File: config.mk
export PLATFORM = sky130hd
export DESIGN_NAME = pagp_port_a
export DESIGN_NICKNAME = d
export VERILOG_FILES = /design/src/core/pagp_pkg.sv /design/src/core/pagp_pin_cell.sv /design/src/core/pagp_port_a.sv
export VERILOG_INCLUDE_DIRS = /design/src /design/src/core
export SDC_FILE = /design/constraint.sdc
export NUM_CORES = 1
export LEC_CHECK = 0
export BUFFER_PORTS_ARGS = -buffer_cell sky130_fd_sc_hd__buf_2
export CAP_MARGIN = 10
export CORE_MARGIN = 4
export CORE_UTILIZATION = 48
export DETAILED_ROUTE_END_ITERATION = 12
export PLACE_DENSITY = 0.81
export SLEW_MARGIN = 0
export SYNTH_ARGS = -nofsm -noshare
export SYNTH_HDL_FRONTEND = slang
export SYNTH_SLANG_ARGS = --single-unit
File: constraint.sdc
create_clock -name core_clk_i -period 2 [get_ports core_clk_i]
set_input_delay 0.3 -clock core_clk_i [delete_from_list [all_inputs] [get_ports core_clk_i]]
set_output_delay 0.3 -clock core_clk_i [all_outputs]
set_load 0.03 [all_outputs]
File: src/core/pagp_cfg.svh
`ifndef PAGP_CFG_SVH
`define PAGP_CFG_SVH

// register offsets on the plain register port
`define PAGP_ADDR_W        4
`define PAGP_OFF_DIR       4'h0
`define PAGP_OFF_DATA      4'h1
`define PAGP_OFF_CTRL      4'h2
`define PAGP_OFF_STATUS    4'h3

// reset values and the all-ones direction read value
`define PAGP_DIR_RST_LOW   8'h00
`define PAGP_DIR_RST_ADDR  8'h80
`define PAGP_DATA_RST      8'h00
`define PAGP_CTRL_RST      8'h00
`define PAGP_DIR_READ      8'hff

// field positions
`define PAGP_PIN7          7
`define PAGP_CTRL_PAT7     0
`define PAGP_CTRL_TIMER2_B_CTRL_BIT0     1
`define PAGP_CTRL_TIMER2_B_CTRL_BIT1     2
`define PAGP_CTRL_TIMER2_B_CTRL_BIT2     3
`define PAGP_CTRL_TIMER2_PWM_SELECT     4

`endif

File: src/core/pagp_pkg.sv
package pagp_pkg;

  typedef logic [7:0] pagp_byte_type;

  // operating mode pins decoded to the two pin-7 families
  typedef enum logic [2:0] {
    PAGP_MODE0 = 3'h0,
    PAGP_MODE1 = 3'h1,
    PAGP_MODE2 = 3'h2,
    PAGP_MODE3 = 3'h3,
    PAGP_MODE4 = 3'h4,
    PAGP_MODE5 = 3'h5,
    PAGP_MODE6 = 3'h6,
    PAGP_MODE7 = 3'h7
  } pagp_mode_type;

  // pin 7 function as selected by the priority chain
  typedef enum logic [2:0] {
    PAGP_FN_INPUT,
    PAGP_FN_PORT_OUT,
    PAGP_FN_PATTERN_OUT,
    PAGP_FN_TIMER_OUT,
    PAGP_FN_ADDR_OUT
  } pagp_fn_type;

endpackage

File: src/core/pagp_pin_cell.sv
`timescale 1ns/1ps
`default_nettype none
// one port pin: direction, output drive and read-back mux
module pagp_pin_cell (
  input  wire logic dir_i,
  input  wire logic out_val_i,
  input  wire logic pin_level_i,
  output logic      drive_o,
  output logic      oe_o,
  output logic      rd_o
);
  assign oe_o    = dir_i;
  assign drive_o = out_val_i;
  assign rd_o    = dir_i ? out_val_i : pin_level_i;
endmodule
`default_nettype wire

File: src/core/pagp_port_a.sv
// The strobed register port and the register addresses were decided locally.
`timescale 1ns/1ps
`default_nettype none
`include "pagp_cfg.svh"
module pagp_port_a (
  input  wire logic                  core_clk_i,
  input  wire logic                  rstn_i,
  input  wire logic                  hw_standby_i,
  input  wire logic                  sw_standby_i,
  input  wire pagp_pkg::pagp_mode_type mode_i,
  input  wire logic [`PAGP_ADDR_W-1:0] addr_i,
  input  wire logic [7:0]            wdata_i,
  input  wire logic                  wr_i,
  input  wire logic                  rd_i,
  output logic [7:0]                 rdata_o,
  input  wire logic [7:0]            pin_in_i,
  output logic [7:0]                 pin_out_o,
  output logic [7:0]                 pin_oe_o,
  input  wire logic [7:0]            pattern_i,
  input  wire logic                  timer2_b_out_i,
  input  wire logic                  addr_bit_i,
  output logic                       timer2_b_pin_o,
  output logic [2:0]                 pin7_fn_o
);
  import pagp_pkg::*;

  logic [7:0] port_direction;
  logic [7:0] port_output_data;
  logic [7:0] ctrl;
  logic [7:0] rdata;

  wire clear_all = !rstn_i || hw_standby_i;
  wire addr_mode = (mode_i == PAGP_MODE3) || (mode_i == PAGP_MODE4) ||
                   (mode_i == PAGP_MODE6);
  wire [7:0] dir_rst = addr_mode ? `PAGP_DIR_RST_ADDR : `PAGP_DIR_RST_LOW;
  wire wr_dir  = wr_i && (addr_i == `PAGP_OFF_DIR);
  wire wr_data = wr_i && (addr_i == `PAGP_OFF_DATA);
  wire wr_ctrl = wr_i && (addr_i == `PAGP_OFF_CTRL);

  // bit 7 forced in address modes, writes there ignored
  wire [7:0] next_dir = {wdata_i[7] | addr_mode, wdata_i[6:0]};

  wire pin7_pattern_enable = ctrl[`PAGP_CTRL_PAT7];
  wire timer2_b_ctrl_bit0  = ctrl[`PAGP_CTRL_TIMER2_B_CTRL_BIT0];
  wire timer2_b_ctrl_bit1  = ctrl[`PAGP_CTRL_TIMER2_B_CTRL_BIT1];
  wire timer2_b_ctrl_bit2  = ctrl[`PAGP_CTRL_TIMER2_B_CTRL_BIT2];
  wire timer2_pwm_select   = ctrl[`PAGP_CTRL_TIMER2_PWM_SELECT];

  // hardware standby clears like reset; software standby gates nothing and simply holds state
  always_ff @(posedge core_clk_i) begin
    if (clear_all) begin
      port_direction   <= dir_rst;
      port_output_data <= `PAGP_DATA_RST;
      ctrl             <= `PAGP_CTRL_RST;
    end else begin
      if (wr_dir)
        port_direction <= next_dir;
      else if (addr_mode)
        port_direction[`PAGP_PIN7] <= 1'b1;
      if (wr_data)
        port_output_data <= wdata_i;
      if (wr_ctrl)
        ctrl <= wdata_i;
    end
  end

  wire [7:0] cell_out;
  wire [7:0] cell_oe;
  wire [7:0] cell_rd;
  genvar g;
  generate
    for (g = 0; g < 8; g = g + 1) begin : g_pin
      pagp_pin_cell u_cell (
        .dir_i       (port_direction[g]),
        .out_val_i   (port_output_data[g]),
        .pin_level_i (pin_in_i[g]),
        .drive_o     (cell_out[g]),
        .oe_o        (cell_oe[g]),
        .rd_o        (cell_rd[g])
      );
    end
  endgenerate

  // compare output selected for 001 and 01x
  wire timer_sel = !timer2_b_ctrl_bit2 &&
                   (timer2_b_ctrl_bit1 || timer2_b_ctrl_bit0);

  pagp_fn_type fn7;
  always_comb begin
    if (addr_mode)
      fn7 = PAGP_FN_ADDR_OUT;
    else if (timer_sel)
      fn7 = PAGP_FN_TIMER_OUT;
    else if (!port_direction[`PAGP_PIN7])
      fn7 = PAGP_FN_INPUT;
    else if (!pin7_pattern_enable)
      fn7 = PAGP_FN_PORT_OUT;
    else
      fn7 = PAGP_FN_PATTERN_OUT;
  end

  logic p7_out;
  logic p7_oe;
  always_comb begin
    p7_out = cell_out[`PAGP_PIN7];
    p7_oe  = cell_oe[`PAGP_PIN7];
    unique case (fn7)
      PAGP_FN_ADDR_OUT: begin
        p7_out = addr_bit_i;
        p7_oe  = 1'b1;
      end
      PAGP_FN_TIMER_OUT: begin
        p7_out = timer2_b_out_i;
        p7_oe  = 1'b1;
      end
      PAGP_FN_INPUT: begin
        p7_out = cell_out[`PAGP_PIN7];
        p7_oe  = 1'b0;
      end
      PAGP_FN_PORT_OUT: begin
        p7_out = cell_out[`PAGP_PIN7];
        p7_oe  = 1'b1;
      end
      PAGP_FN_PATTERN_OUT: begin
        p7_out = pattern_i[`PAGP_PIN7];
        p7_oe  = 1'b1;
      end
    endcase
  end

  // pins 6..0 stay plain port pins here
  assign pin_out_o = {p7_out, cell_out[6:0]};
  assign pin_oe_o  = {p7_oe, cell_oe[6:0]};
  assign pin7_fn_o = fn7;

  // capture path only while pin 7 is a port or pattern pin
  wire p7_port_fn = (fn7 == PAGP_FN_INPUT) || (fn7 == PAGP_FN_PORT_OUT) ||
                    (fn7 == PAGP_FN_PATTERN_OUT);
  wire p7_level   = p7_oe ? p7_out : pin_in_i[`PAGP_PIN7];
  assign timer2_b_pin_o = p7_port_fn && timer2_b_ctrl_bit2 &&
                          !timer2_pwm_select && p7_level;

  wire [7:0] read_mux =
    (addr_i == `PAGP_OFF_DIR)    ? `PAGP_DIR_READ :
    (addr_i == `PAGP_OFF_DATA)   ? cell_rd :
    (addr_i == `PAGP_OFF_CTRL)   ? ctrl :
    (addr_i == `PAGP_OFF_STATUS) ? {5'h00, fn7} : 8'h00;

  always_ff @(posedge core_clk_i) begin
    if (!rstn_i)
      rdata <= 8'h00;
    else
      rdata <= rd_i ? read_mux : 8'h00;
  end
  assign rdata_o = rdata;

  property p_dir_read_ones;
    @(posedge core_clk_i) disable iff (!rstn_i)
      rd_i && addr_i == `PAGP_OFF_DIR |=> rdata_o == 8'hff;
  endproperty
  a_dir_read_ones: assert property (p_dir_read_ones)
    else $error("direction read not all ones");

  property p_oe_follows_dir;
    @(posedge core_clk_i) disable iff (!rstn_i)
      pin_oe_o[6:0] == port_direction[6:0];
  endproperty
  a_oe_follows_dir: assert property (p_oe_follows_dir)
    else $error("pin enable differs from direction");

  property p_addr_mode_pin7;
    @(posedge core_clk_i) disable iff (!rstn_i)
      addr_mode && !hw_standby_i |=> port_direction[7] && pin_oe_o[7];
  endproperty
  a_addr_mode_pin7: assert property (p_addr_mode_pin7)
    else $error("pin 7 not address output");

  property p_reset_dir;
    @(posedge core_clk_i)
      hw_standby_i |=> port_direction == $past(dir_rst)
                       && port_output_data == 8'h00;
  endproperty
  a_reset_dir: assert property (p_reset_dir)
    else $error("direction or data reset value wrong");

  property p_swstby_hold;
    @(posedge core_clk_i) disable iff (!rstn_i || hw_standby_i)
      sw_standby_i && !wr_i ##1 !hw_standby_i |->
        $stable(port_direction) && $stable(port_output_data);
  endproperty
  a_swstby_hold: assert property (p_swstby_hold)
    else $error("state lost in software standby");

  property p_data_read;
    @(posedge core_clk_i) disable iff (!rstn_i)
      rd_i && addr_i == `PAGP_OFF_DATA |=>
        rdata_o == $past(cell_rd);
  endproperty
  a_data_read: assert property (p_data_read)
    else $error("data read mismatch");

  property p_data_write;
    @(posedge core_clk_i) disable iff (!rstn_i || hw_standby_i)
      wr_data ##1 !hw_standby_i && rstn_i |-> port_output_data == $past(wdata_i);
  endproperty
  a_data_write: assert property (p_data_write)
    else $error("data write not taken at edge");

  property p_timer_out;
    @(posedge core_clk_i) disable iff (!rstn_i)
      !addr_mode && timer_sel |-> pin_oe_o[7] && pin_out_o[7] == timer2_b_out_i;
  endproperty
  a_timer_out: assert property (p_timer_out)
    else $error("pin 7 not timer output");

  property p_release;
    @(posedge core_clk_i) disable iff (!rstn_i)
      !addr_mode && ctrl[`PAGP_CTRL_TIMER2_B_CTRL_BIT2] |-> fn7 != PAGP_FN_TIMER_OUT;
  endproperty
  a_release: assert property (p_release)
    else $error("pin 7 not released");

  property p_capture;
    @(posedge core_clk_i) disable iff (!rstn_i)
      timer2_b_pin_o |-> ctrl[`PAGP_CTRL_TIMER2_B_CTRL_BIT2] && !ctrl[`PAGP_CTRL_TIMER2_PWM_SELECT]
                         && !addr_mode;
  endproperty
  a_capture: assert property (p_capture)
    else $error("capture routed wrongly");

  property p_oe7_follows_dir;
    @(posedge core_clk_i) disable iff (!rstn_i)
      !addr_mode && !timer_sel |-> pin_oe_o[7] == port_direction[7];
  endproperty
  a_oe7_follows_dir: assert property (p_oe7_follows_dir)
    else $error("pin 7 enable differs from direction");

  property p_low_pins_drive;
    @(posedge core_clk_i) disable iff (!rstn_i)
      pin_out_o[6:0] == port_output_data[6:0];
  endproperty
  a_low_pins_drive: assert property (p_low_pins_drive)
    else $error("pin drive differs from data");

  property p_pattern_drive;
    @(posedge core_clk_i) disable iff (!rstn_i)
      fn7 == PAGP_FN_PATTERN_OUT |->
        pin_oe_o[7] && pin_out_o[7] == pattern_i[7];
  endproperty
  a_pattern_drive: assert property (p_pattern_drive)
    else $error("pin 7 not pattern output");

  property p_port_drive7;
    @(posedge core_clk_i) disable iff (!rstn_i)
      fn7 == PAGP_FN_PORT_OUT |->
        pin_oe_o[7] && pin_out_o[7] == port_output_data[7];
  endproperty
  a_port_drive7: assert property (p_port_drive7)
    else $error("pin 7 not port output");

  property p_addr_drive;
    @(posedge core_clk_i) disable iff (!rstn_i)
      addr_mode |-> pin_oe_o[7] && pin_out_o[7] == addr_bit_i;
  endproperty
  a_addr_drive: assert property (p_addr_drive)
    else $error("pin 7 not driving the address bit");

  property p_dir_write;
    @(posedge core_clk_i) disable iff (!rstn_i || hw_standby_i)
      wr_dir && !addr_mode |=> port_direction == $past(wdata_i);
  endproperty
  a_dir_write: assert property (p_dir_write)
    else $error("direction write not taken at edge");

  property p_dir_write_addr;
    @(posedge core_clk_i) disable iff (!rstn_i || hw_standby_i)
      wr_dir && addr_mode |=>
        port_direction == {1'b1, $past(wdata_i[6:0])};
  endproperty
  a_dir_write_addr: assert property (p_dir_write_addr)
    else $error("direction bit 7 not held in address mode");

  property p_rdata_idle;
    @(posedge core_clk_i) disable iff (!rstn_i)
      !rd_i |=> rdata_o == 8'h00;
  endproperty
  a_rdata_idle: assert property (p_rdata_idle)
    else $error("read data outside its cycle");

  property p_status_read;
    @(posedge core_clk_i) disable iff (!rstn_i)
      rd_i && addr_i == `PAGP_OFF_STATUS |=>
        rdata_o == {5'h00, $past(fn7)};
  endproperty
  a_status_read: assert property (p_status_read)
    else $error("status read mismatch");

  property p_reset_dir_rstn;
    @(posedge core_clk_i)
      !rstn_i |=> port_direction == $past(dir_rst);
  endproperty
  a_reset_dir_rstn: assert property (p_reset_dir_rstn)
    else $error("direction reset value wrong");

  property p_reset_data;
    @(posedge core_clk_i)
      !rstn_i |=> port_output_data == 8'h00;
  endproperty
  a_reset_data: assert property (p_reset_data)
    else $error("data not cleared by reset");

  property p_swstby_oe;
    @(posedge core_clk_i) disable iff (!rstn_i || hw_standby_i)
      sw_standby_i && !wr_i |=> $stable(pin_oe_o);
  endproperty
  a_swstby_oe: assert property (p_swstby_oe)
    else $error("pin enables changed in software standby");

  property p_capture_level;
    @(posedge core_clk_i) disable iff (!rstn_i)
      p7_port_fn && timer2_b_ctrl_bit2 && !timer2_pwm_select |->
        timer2_b_pin_o == pin_in_i[`PAGP_PIN7];
  endproperty
  a_capture_level: assert property (p_capture_level)
    else $error("capture input not the pin level");

  property p_timer_select;
    @(posedge core_clk_i) disable iff (!rstn_i)
      !addr_mode &&
        ctrl[`PAGP_CTRL_TIMER2_B_CTRL_BIT2:`PAGP_CTRL_TIMER2_B_CTRL_BIT0] inside {3'h1, 3'h2, 3'h3}
        |-> fn7 == PAGP_FN_TIMER_OUT;
  endproperty
  a_timer_select: assert property (p_timer_select)
    else $error("compare output not selected");

  property p_timer_off;
    @(posedge core_clk_i) disable iff (!rstn_i)
      !addr_mode && ctrl[`PAGP_CTRL_TIMER2_B_CTRL_BIT2:`PAGP_CTRL_TIMER2_B_CTRL_BIT0] == 3'h0
        |-> fn7 != PAGP_FN_TIMER_OUT;
  endproperty
  a_timer_off: assert property (p_timer_off)
    else $error("pin 7 not released at zero control");

endmodule
`default_nettype wire

==> metrics.txt <==
Detail Route Antenna Nets=0; CP startpoint kind=register; CTS tree=yes; Area growth, synth to finish=17.7%; core area=3340 µm²; routed len/inst=approximately 15 µm; Tmin final=1.88 ns; layout cell share with drive strength beyond 1=about 36%; hold slack final=between 0.2 and 0.25 ns; Seq/Total Area, Yosys=between 40% and 50%; PD cells=approximately 640 nW/µm²; IR drop worst, VDD=around 0.23 mV; Worst Slack Setup Final=0.115 ns; placed cells=around 270; r2r worst-path depth=3; crit-path cells=mux2_2, o221ai_1, a21oi_1, buf_2; status=completed; H-tree depth=2; Clock Path Buffers=2; design area=a little under 2000 µm²; first-pass GRT wire length=~6400 µm; reg-to-reg endpoint=rdata_o[0]; worst-skew pair later-pin latency=0.34 ns; area post-placement=between 1500 and 2000 µm²; Pleak=0.817 nW; Power Total=approximately 1.3 mW; ys async rst share=0%; normalized max-slew margin=roughly three fifths; Pins Over Slew Limit=0; clk root buf=clkbuf_4; Final period util=between 90% and 100%; Routability Congestion=roughly 0.85; I/O Buffers=a little under 60; max-cap check violation count=0; area leader, netlist=dfxtp_1; Starting Density=50.1%; Final Hold Vio Count=0; fin util=58.9%; # hold bufs at CTS=0; ys flop type=dfxtp_1; Worst Skew=roughly 0.0036 ns; number of synthesized register bits=32; R2R Setup Slk=0.72 ns; total CTS buffers=5; min-delay src=wdata_i[5]; Fill cells=roughly 330; GRT Resource Usage Total=about a fifth; DR vias=around 1.5k; Crit path buffers/inverters=1; Iteration-0 DRC Markers=78; Worst Tran Pin Value=0.605 ns; WHS Endpoint=ctrl[5]; HPWL after DPL=between 2000 and 3000 µm; critical path class=register to output port; CP max-delay cell=dfxtp_1; Die W=about 67 µm; Critical Path AT=1.58 ns; Syn. warnings=0; hold depth=3; final cell count without fillers=around 280; Worst setup EP type=output port; Clk pin slew, worst setup/hold paths=0.09 ns; CP top delay family=flip-flops; Pre-Repair DR Iteration Count=4; r2r startpoint=ctrl[3]; height of the chip=around 67 µm; syn nets=~220; Critical Path Max Stage Delay=between 0.4 and 0.5 ns; die area=roughly 4500 µm²; final wirelength=between 4000 and 5000 µm; most area-consuming cells after synthesis=dfxtp_1 29%, edfxtp_1 14%, buf_4 8.1%, a21oi_1 6.9%, o21ai_0 5.7%; largest net degree at the start of global routing=19; Residual DRC=0; max frequency=approximately 530 MHz; critical path required time=1.70 ns; library cells used by synthesis=41; post-layout net count=271; vias in the first global route=~1.4k; IO Pins=67; CP max FO=7; unrepaired setup endpoints after global routing=false; row count=21; setup TNS=0 ns; Synth Instances=185; n_diodes=0; worst hold path type=input pin to register; vias per cell=roughly 5.5; final setup fails=0; Mapped Area=1670 µm²; # Post-CTS Setup Buffers=0; Place WS=about 0.22 ns; initial antenna violation count=0; share of the synthesized area in the top cell type=between 20% and 30%; CTS sink count=32; Post-synth EDFFs=8; remaining global-route overflow=0; synthesized area per cell=9.04 µm²
==> registers in the layout, indices dropped and copies added (netlist names) <==
signal,flops
ctrl,8
rdata_o,8
port_output_data,8
port_direction,8
==> area by class of cell <==
class,count,area [µm²],share of cell area [%]
tap,46,57.6,2.93
timing repair buffer,65,355,18.1
sequential,32,721,36.6
clock buffer,6,41.3,2.10
multi-input combinational,124,772,39.2
clock inverter,1,5.00,0.254
inverter,4,15.0,0.763
==> layer usage <==
metal | global-route usage [%] | vias to the layer above | routed length (µm)
li1 | - | 749 | -
met1 | 23.2 | 695 | 1680
met2 | 30.4 | 68 | 1890
met3 | 5.56 | 6 | 446
met4 | 12.9 | 0 | 80
met5 | 0 | - | 0
==> report_power, final <==
group	switching, mW	internal, mW	leakage, nW
registers	0.0132	0.683	0.279
logic	0.138	0.0826	0.510
clock network	0.219	0.129	0.0281
==> repair_timing <==
action	4_1_cts	5_1_grt
resized for setup	0	2
setup endpoints to repair	0	1
hold endpoints to repair	0	0
==> synth_stat cells, types with 2 or more instances <==
cell / count
nor4b_2: 2
mux2_2: 5
o2111ai_1: 2
clkbuf_1: 3
and2_1: 8
inv_1: 3
a311oi_1: 2
a21oi_1: 23
nand3_1: 17
nor2b_1: 4
o21ai_0: 19
edfxtp_1: 8
or4b_1: 2
nor3_1: 5
dfxtp_1: 24
buf_2: 2
nand2b_1: 3
nor2_1: 11
buf_4: 18
nand2_1: 2
mux2i_1: 2
==> worst max path at each step <==
stage	start	end	slack (ns)	cells past startpoint
finish	ctrl[0]	timer2_b_pin_o	0.12	4
CTS	ctrl[3]	pin_out_o[7]	0.09	4
global route	ctrl[0]	timer2_b_pin_o	0.03	4
detailed placement	addr_i[3]	port_direction[7]	0.22	5
floorplan	addr_i[0]	port_direction[7]	0.27	5
global placement	addr_i[3]	port_direction[7]	0.26	5
==> layout by cell type (no fill, tap or decap), types with 3 or more instances in the layout <==
cell type and instances:
o21ai_0 19, and2_1 8, dfxtp_1 24, buf_2 58, a21oi_1 23, nand2b_1 3
mux2_2 5, inv_1 3, nor3_1 5, edfxtp_1 8, nor2b_1 4, buf_4 6
nor2_1 11, clkbuf_4 5, nand3_1 17
==> tightest hold or removal path, delay by kind of cell <==
family	cells	cell delay (ns)
buf+inv	1	0.11
compound gates	1	0.05
simple gates	1	0.06
==> kinds of logic after synthesis <==
group / share of synthesized area, %
and+or+nand+nor: 21.6
muxes: 4.57
AOI/OAI and AO/OA: 19.5
buffers and inverters: 11.2
DFF: 43.1
(Power assumes the default switching activity.)
